[src/rtl/adc_cal_pkg.sv]
package adc_cal_pkg;
   // ------------------------------------------------------------
   // Register map (serial port register addresses, byte-wide port)
   // ------------------------------------------------------------
   localparam logic [2:0] ADDR_CONTROL = 3'h0;
   localparam logic [2:0] ADDR_OFFSET = 3'h1;
   localparam logic [2:0] ADDR_POSFS = 3'h2;
   localparam logic [2:0] ADDR_NEGFS = 3'h3;
   localparam logic [2:0] ADDR_DATA = 3'h4;
   // ------------------------------------------------------------
   // Control field positions
   // ------------------------------------------------------------
   localparam int MODE_LSB = 9;
   localparam int GAIN_LSB = 5;
   localparam int ORDER_BIT = 2;
   // ------------------------------------------------------------
   // Reset values and mode codes
   // ------------------------------------------------------------
   localparam logic [2:0] MODE_SELF_CAL = 3'h1;
   localparam logic [2:0] MODE_SYS_OFS = 3'h2;
   localparam logic [2:0] MODE_SYS_GAIN = 3'h3;
   localparam logic [2:0] MODE_SYS_OFS_SC = 3'h4;
   localparam logic [2:0] GAIN_UNITY = 3'h0;
   localparam logic [23:0] CTRL_RESET = 24'h000300;
   localparam logic [23:0] OFFSET_SELF_CAL = 24'h000000;
   localparam logic [23:0] POSFS_SELF_CAL = 24'h400000;
   localparam logic [23:0] NEGFS_SELF_CAL = 24'h400000;
   // ------------------------------------------------------------
   // Timing counts
   // ------------------------------------------------------------
   localparam int CAL_CYCLES = 64;
   localparam int CONV_CYCLES = 256;
endpackage

[src/rtl/adc_control_write_and_calibration_regs.sv]
`timescale 1ns/10ps
module adc_control_write_and_calibration_regs
   import adc_cal_pkg::*;
#(
   parameter int CAL_LEN = CAL_CYCLES,
   parameter int CONV_LEN = CONV_CYCLES
) (
   input wire logic core_clk,
   input wire logic rstn,
   input wire logic regWrEn,
   input wire logic regRdEn,
   input wire logic [2:0] regAddr,
   input wire logic [1:0] regByte,
   input wire logic [7:0] regWrData,
   output logic [7:0] regRdData,
   input wire logic [23:0] rawWord,
   output logic result_valid_n,
   output logic [2:0] op_mode_field,
   output logic [2:0] gain_select_field,
   output logic byte_order_select,
   output logic calBusy
);
   // Counts beyond the 16-bit phase timer cannot be served
   if (CAL_LEN < 1 || CONV_LEN < 2 || CAL_LEN > 65535 || CONV_LEN > 65535)
      $error("counts out of range");

   typedef enum logic [1:0] {IDLE, CAL, CONV, READY} phase_t;

   logic [23:0] ctrl_q, ctrl_d; // Control register
   logic [23:0] offset_q, offset_d; // Offset coefficient
   logic [23:0] posfs_q, posfs_d; // Positive scale coefficient
   logic [23:0] negfs_q, negfs_d; // Negative scale coefficient
   logic [23:0] dout_q, dout_d; // Data output register
   phase_t phase_q, phase_d; // Sequencer phase
   logic [15:0] cnt_q, cnt_d; // Phase timer
   logic [7:0] rdByte; // Selected read byte
   logic [23:0] corrWord; // Corrected filter word
   logic corrValid; // Correction done strobe
   logic sampleEn; // End of conversion pulse
   logic restart; // Upper/middle control write
   logic calMode; // Mode selects a calibration
   logic [2:0] newMode; // Mode after this cycle's write
   logic [23:0] wmask; // Written byte lane as bit mask

   // ------------------------------------------------------------
   // Register writes
   // ------------------------------------------------------------
   // One byte lane per write; lane 2 is bits 23:16
   always_comb begin
      wmask = 24'h0000FF << (8 * regByte);
      ctrl_d = ctrl_q;
      offset_d = offset_q;
      posfs_d = posfs_q;
      negfs_d = negfs_q;
      if (regWrEn && regByte != 2'h3) begin
         case (regAddr)
            ADDR_CONTROL: ctrl_d = (ctrl_q & ~wmask) | ({3{regWrData}} & wmask);
            ADDR_OFFSET: offset_d = (offset_q & ~wmask) | ({3{regWrData}} & wmask);
            ADDR_POSFS: posfs_d = (posfs_q & ~wmask) | ({3{regWrData}} & wmask);
            ADDR_NEGFS: negfs_d = (negfs_q & ~wmask) | ({3{regWrData}} & wmask);
            default: ; // Data register and unmapped: write ignored
         endcase
      end
      // Only byte 2 or byte 1 of control restarts; byte 0 is quiet
      restart = regWrEn && regAddr == ADDR_CONTROL
         && (regByte == 2'h2 || regByte == 2'h1);
      newMode = ctrl_d[MODE_LSB+:3];
      calMode = newMode == MODE_SELF_CAL || newMode == MODE_SYS_OFS
         || newMode == MODE_SYS_GAIN || newMode == MODE_SYS_OFS_SC;
   end

   // ------------------------------------------------------------
   // Conversion and calibration sequencer
   // ------------------------------------------------------------
   // Calibration only runs the phase timer; the coefficient registers keep their values in this model
   always_comb begin
      phase_d = phase_q;
      cnt_d = cnt_q;
      dout_d = dout_q;
      sampleEn = 1'b0;
      case (phase_q)
         IDLE: begin
            phase_d = calMode ? CAL : CONV;
            cnt_d = '0;
         end
         CAL: begin
            if (cnt_q == 16'(CAL_LEN - 1)) begin
               phase_d = CONV;
               cnt_d = '0;
            end else begin
               cnt_d = cnt_q + 16'h0001;
            end
         end
         CONV, READY: begin
            if (cnt_q == 16'(CONV_LEN - 1)) begin
               sampleEn = 1'b1;
               cnt_d = '0;
            end else begin
               cnt_d = cnt_q + 16'h0001;
            end
            // Completed read of the data register releases ready
            if (regRdEn && regAddr == ADDR_DATA && regByte == 2'h0 && phase_q == READY)
               phase_d = CONV;
            // Result is latched on the correction strobe, the cycle after the conversion pulse
            // A fresh result in the same cycle wins over the release
            if (corrValid) begin
               dout_d = corrWord;
               phase_d = READY;
            end
         end
         default: phase_d = IDLE;
      endcase
      // Control restart beats every other phase and timer update
      if (restart) begin
         phase_d = calMode ? CAL : CONV;
         cnt_d = '0;
      end
   end

   // State registers
   always_ff @(posedge core_clk) begin
      if (!rstn) begin
         ctrl_q <= CTRL_RESET;
         offset_q <= OFFSET_SELF_CAL;
         posfs_q <= POSFS_SELF_CAL;
         negfs_q <= NEGFS_SELF_CAL;
         dout_q <= '0;
         phase_q <= IDLE;
         cnt_q <= '0;
      end else begin
         ctrl_q <= ctrl_d;
         offset_q <= offset_d;
         posfs_q <= posfs_d;
         negfs_q <= negfs_d;
         dout_q <= dout_d;
         phase_q <= phase_d;
         cnt_q <= cnt_d;
      end
   end

   // ------------------------------------------------------------
   // Correction datapath
   // ------------------------------------------------------------
   cal_correct #(
      .W(24)
   ) u_correct (
      .core_clk(core_clk),
      .rstn(rstn),
      .sampleEn(sampleEn),
      .rawWord(rawWord),
      .offsetCoeff(offset_q),
      .posCoeff(posfs_q),
      .negCoeff(negfs_q),
      .corrWord(corrWord),
      .corrValid(corrValid)
   );

   // ------------------------------------------------------------
   // Read mux and outputs
   // ------------------------------------------------------------
   // Combinational read of the addressed byte lane
   always_comb begin
      if (regByte == 2'h3) begin
         rdByte = 8'h00; // Lane 3 does not exist
      end else begin
         case (regAddr)
            ADDR_CONTROL: rdByte = ctrl_q[8*regByte+:8];
            ADDR_OFFSET: rdByte = offset_q[8*regByte+:8];
            ADDR_POSFS: rdByte = posfs_q[8*regByte+:8];
            ADDR_NEGFS: rdByte = negfs_q[8*regByte+:8];
            ADDR_DATA: rdByte = dout_q[8*regByte+:8];
            default: rdByte = 8'h00;
         endcase
      end
   end

   assign regRdData = rdByte;
   assign result_valid_n = phase_q != READY;
   assign op_mode_field = ctrl_q[MODE_LSB+:3];
   assign gain_select_field = ctrl_q[GAIN_LSB+:3];
   assign byte_order_select = ctrl_q[ORDER_BIT];
   assign calBusy = phase_q == CAL;
endmodule

[src/rtl/cal_correct.sv]
`timescale 1ns/10ps
// Applies offset and slope coefficients to a raw filter word.
module cal_correct
   import adc_cal_pkg::*;
#(
   parameter int W = 24
) (
   input wire logic core_clk,
   input wire logic rstn,
   input wire logic sampleEn,
   input wire logic [W-1:0] rawWord,
   input wire logic [W-1:0] offsetCoeff,
   input wire logic [W-1:0] posCoeff,
   input wire logic [W-1:0] negCoeff,
   output logic [W-1:0] corrWord,
   output logic corrValid
);
   // The slope scaling below is fixed to a 24-bit word
   if (W != 24)
      $error("cal_correct supports 24 bit words only");

   logic [W-1:0] corr_q, corr_d; // Corrected word register
   logic valid_q, valid_d; // One-cycle result strobe
   logic signed [W:0] diff; // Offset-removed word
   logic signed [2*W+1:0] prod; // Slope product
   logic [W-1:0] slope; // Chosen slope by sign

   // ------------------------------------------------------------
   // Correction datapath
   // ------------------------------------------------------------
   // Input equal to the offset gives all zeros, whatever the slope
   always_comb begin
      diff = $signed({1'b0, rawWord}) - $signed({1'b0, offsetCoeff});
      slope = diff[W] ? negCoeff : posCoeff;
      prod = diff * $signed({1'b0, slope});
      // Slope of 0x400000 is unity; saturation is left out for area
      corr_d = sampleEn ? prod[2*W-3:W-2] : corr_q;
      valid_d = sampleEn;
   end

   // Result registers
   always_ff @(posedge core_clk) begin
      if (!rstn) begin
         corr_q <= '0;
         valid_q <= 1'b0;
      end else begin
         corr_q <= corr_d;
         valid_q <= valid_d;
      end
   end

   assign corrWord = corr_q;
   assign corrValid = valid_q;
endmodule

[config.mk]
export PLATFORM = sky130hd
export DESIGN_NAME = adc_control_write_and_calibration_regs
export DESIGN_NICKNAME = d
export VERILOG_FILES = /design/src/rtl/adc_cal_pkg.sv /design/src/rtl/adc_control_write_and_calibration_regs.sv /design/src/rtl/cal_correct.sv
export SDC_FILE = /design/constraint.sdc
export NUM_CORES = 2
export LEC_CHECK = 0
export BUFFER_PORTS_ARGS = -buffer_cell sky130_fd_sc_hd__buf_4
export CAP_MARGIN = 15
export CORE_UTILIZATION = 45
export CTS_BUF_LIST = sky130_fd_sc_hd__clkbuf_8
export DETAILED_ROUTE_END_ITERATION = 7
export PLACE_DENSITY_LB_ADDON = 0.2
export SYNTH_ARGS = -nofsm -noshare
export SYNTH_HDL_FRONTEND = slang
export SYNTH_HIERARCHICAL = 1
export SYNTH_SLANG_ARGS = --single-unit
[constraint.sdc]
create_clock -name core_clk -period 25.3 [get_ports core_clk]
set_input_delay 1.265 -clock core_clk [delete_from_list [all_inputs] [get_ports core_clk]]
set_output_delay 1.265 -clock core_clk [all_outputs]
set_load 0.05 [all_outputs]
==> impl_metrics.py <==
metrics = {
    "placement": {
        "total_of_buffers_placed_on_input_and_output_ports": 57,
        "dp_hpwl_mm": 73.1,
        "dp_worst_setup_slack_ns": 13.96,
        "dpl-instance-area_mm2": 0.0312,
        "placedCellCount": 4264,
        "gp_congestion": 0.950,
    },
    "finish": {
        "finish.instance_area_mm2": 0.0316,
        "layout-area-overhead-vs-synth_pct": 6.36,
        "layout.cells.most_common_list": "inv_1, fa_1, nand2_1, nor2_1, dfxtp_1",
        "fin_nets": 4224,
        "antenna_cells": 0,
        "mostFrequentLayoutCell": "inv_1",
        "fillerInstances": 6362,
        "final_layout_size_suffix_gt1_share_pct": 6.51,
        "final_cells": 4296,
    },
    "sta": {
        "tightestPinTransition_ns": 1.15,
        "maxSlewViolCount": 0,
        "max_freq_mhz": 91.2,
        "hold_violations": 0,
        "finalWorstSetupSlack_ns": 14.34,
        "rsz_0062_raised_after_global_routing": "no",
        "timing.final.crit_period_ns": 10.96,
        "finalSetupViolations": 0,
        "slew_headroom_pct": 23.5,
        "setup_total_negative_slack_ns": 0,
        "period_share_pct": 43.3,
        "final.setup_skew_ns": 0.0182,
    },
    "power": {
        "combinationalPowerShare_pct": 40.5,
        "power_per_cell_area_mw_per_mm2": 24.8,
        "internal_power_mw": 0.457,
        "finalPower_mw": 0.785,
        "power_frac_seq_pct": 33.6,
        "irDropWorstVdd_mv": 0.0319,
        "netSwitchingPower_mw": 0.328,
        "clock_power_share_pct": 25.9,
        "power.static_leakage_nw": 15.2,
        "power_switching_share_pct": 41.8,
    },
    "run": {
        "timing.max_cap.violations": 0,
    },
    "detailed_routing": {
        "drt.antenna.violating_nets": 0,
        "drt-wirelength-per-cell_um": 21.1,
        "total_via_count_after_detailed_routing": 23130,
        "detail_route.iter0.violations": 1618,
        "routed_via_density": 5.38,
        "drt_pre_antenna_iters": 5,
        "wirelength_mm": 90.8,
        "route.detailed.drc": 0,
    },
    "synthesis": {
        "yosys.area_share.adder_pct": 46.8,
        "nets_in_the_synthesized_netlist": 4248,
        "synth_compound_gate_area_share_pct": 8.86,
        "yosysUniqueCellTypes": 80,
        "count_of_warnings_emitted_by_yosys": 6,
        "synth.mux.area_fraction_pct": 2.78,
        "synthFlopType": "dfxtp_1",
        "synth_seq_cells": 163,
        "synth_area_mm2": 0.0297,
        "yosysSeqAreaShare_pct": 11.0,
        "synthSimpleGateAreaFrac_pct": 16.9,
        "main_combinational_cell_family_by_area_after_synthesis": "adder cells",
        "postSynth.asyncResetShare_pct": 0,
        "synth-edff-count": 0,
        "postSynthAreaPerCell_um2": 8.61,
        "syn_inst": 3452,
        "yosys.area_share.xor_xnor_pct": 2.83,
    },
    "floorplanning": {
        "dieWidth_um": 259,
        "die-area_mm2": 0.0671,
        "die_h_um": 259,
        "initial_core_util_pct": 45.9,
        "floorplan.rows": 93,
        "ios": 58,
        "area_of_the_placeable_core_mm2": 0.0648,
    },
    "clock_tree": {
        "cts_num_sinks": 163,
        "clock_tree.htree_level_count": 4,
        "postCtsSetupRepairBufs": 0,
        "clk_pin_slew_ns": 0.10,
        "clock_path_buffers": 2,
        "clockRootBuffer": "clkbuf_8",
        "cts_made_buffers": 17,
        "postCtsHoldBufs": 0,
        "cts_tree": "yes",
        "post_cts_resize_count": 0,
        "clk_latency_ns": 0.48,
    },
    "global_routing": {
        "antenna_found_initial": 0,
        "global_route.overflow_total": 0,
        "grt.total_usage_pct": 28.1,
        "grt_max_degree": 94,
        "grt_pass1_vias": 23956,
        "global_route_wire_length_before_repair_mm": 142,
    },
    "critical_path": {
        "critPathArrivalTime_ns": 11.33,
        "path_max_fanout": 29,
        "crit_type": "in2reg",
        "worst_stage_delay_on_the_critical_path_ns": 0.77,
        "startpoint_type": "input pin",
        "required_ns": 25.67,
        "worst_path_max_delay_cell": "a2111oi_0",
        "worstSetupEndpointType": "flip-flop",
        "cpMostUsedCell": "fa_1",
    },
    "outcome": {
        "outcome": "complete, no violations",
    },
    "hold_path": {
        "worst_hold_path_type": "reg2reg",
    },
}
## per-layer routing
metal,track usage [%],wire length [um]
met1,37.2,37500
met2,47.0,43400
met3,4.00,6360
met4,9.94,3640
met5,0,0
## path summary, 6_finish.rpt
kind,slack (ns),start,cells after the start,to
worst max-delay path,14.34,rawWord[0],36,u_correct/corrWord[22]
worst min register to register,0.46,u_correct/corrWord[23],2,u_correct/corrWord[23]
worst min-delay path,0.46,u_correct/corrWord[23],2,u_correct/corrWord[23]
worst max register to register,14.64,flip-flop,33,u_correct/corrWord[22]
## power by group through the flow
| stage | logic, mW | registers (mW) | clock network, mW |
|---|---|---|---|
| after floorplan | 0.196 | 0.268 | 0 |
| after global placement | 0.313 | 0.270 | 0 |
| after detailed placement | 0.312 | 0.270 | 0 |
| after CTS | 0.316 | 0.264 | 0.205 |
| after global routing | 0.342 | 0.264 | 0.217 |
| final | 0.318 | 0.264 | 0.204 |
## synthesized netlist by cell type (4+ instances only)
master,instances,area (um^2)
buf_4,6,45.0
o22ai_1,7,43.8
a211o_1,6,52.6
ha_1,159,1990
a2bb2oi_1,11,96.3
nand2_1,415,1560
buf_1,7,26.3
clkbuf_1,138,518
dfxtp_1,163,3260
and2_1,11,68.8
o211ai_1,18,135
a21boi_0,85,638
a211oi_1,12,90.1
o21ai_1,13,65.1
or3_1,5,31.3
nor2_2,4,25.0
buf_2,19,95.1
o31ai_1,5,37.5
a31oi_1,9,56.3
mux4_2,9,203
nand4_1,13,81.3
nor2_1,414,1550
o21a_1,11,82.6
xnor2_1,59,517
a21boi_1,6,45.0
o21ai_0,27,135
xor2_1,37,324
and3_1,18,113
inv_1,674,2530
mux2i_1,60,601
nand3_1,112,561
o21bai_1,7,52.6
nor2b_1,66,413
or2_2,9,56.3
a21oi_1,75,375
nand2b_1,39,244
nor3_1,15,75.1
or4_1,5,37.5
and4_1,4,35.0
fa_1,596,11900
a21o_1,40,300
## logic make-up (layout without fill, tap and decap cells)
| kind of cell | count (synthesis) | after routing |
|---|---|---|
| fa+ha+maj | 755 | 755 |
| compound gates | 372 | 372 |
| buf+inv | 846 | 835 |
| xor+xnor | 96 | 96 |
| mux | 71 | 71 |
| flops | 163 | 163 |
| simple gates | 1149 | 1149 |
## stage by stage
step           util, %  hold WS (ns)
2_1_floorplan        -         0.425
3_3_place_gp      48.2         0.437
3_5_place_dp      48.2         0.448
4_1_cts           48.8         0.459
5_1_grt           48.8         0.489
6_report          48.8         0.459
## critical path, delay by kind of cell
kind                     cells  cell delay [ns]
buffers and inverters        7             0.68
AO/OA/AOI/OAI               11             3.21
adder cells (fa/ha/maj)     10             4.46
AND/OR/NAND/NOR              7             1.52
XOR/XNOR                     1             0.17
## final cells by class
class                   count  area, um^2  share of cell area (%)
well taps                 855        1070                    3.38
clock inverters            14         166                   0.526
inverters                 675        2530                    8.01
multi-input cells        2443       23400                    73.9
repair buffers            128         961                    3.04
flip-flops and latches    163        3260                    10.3
clock buffers              18         248                   0.783
(Power assumes the default switching activity.)
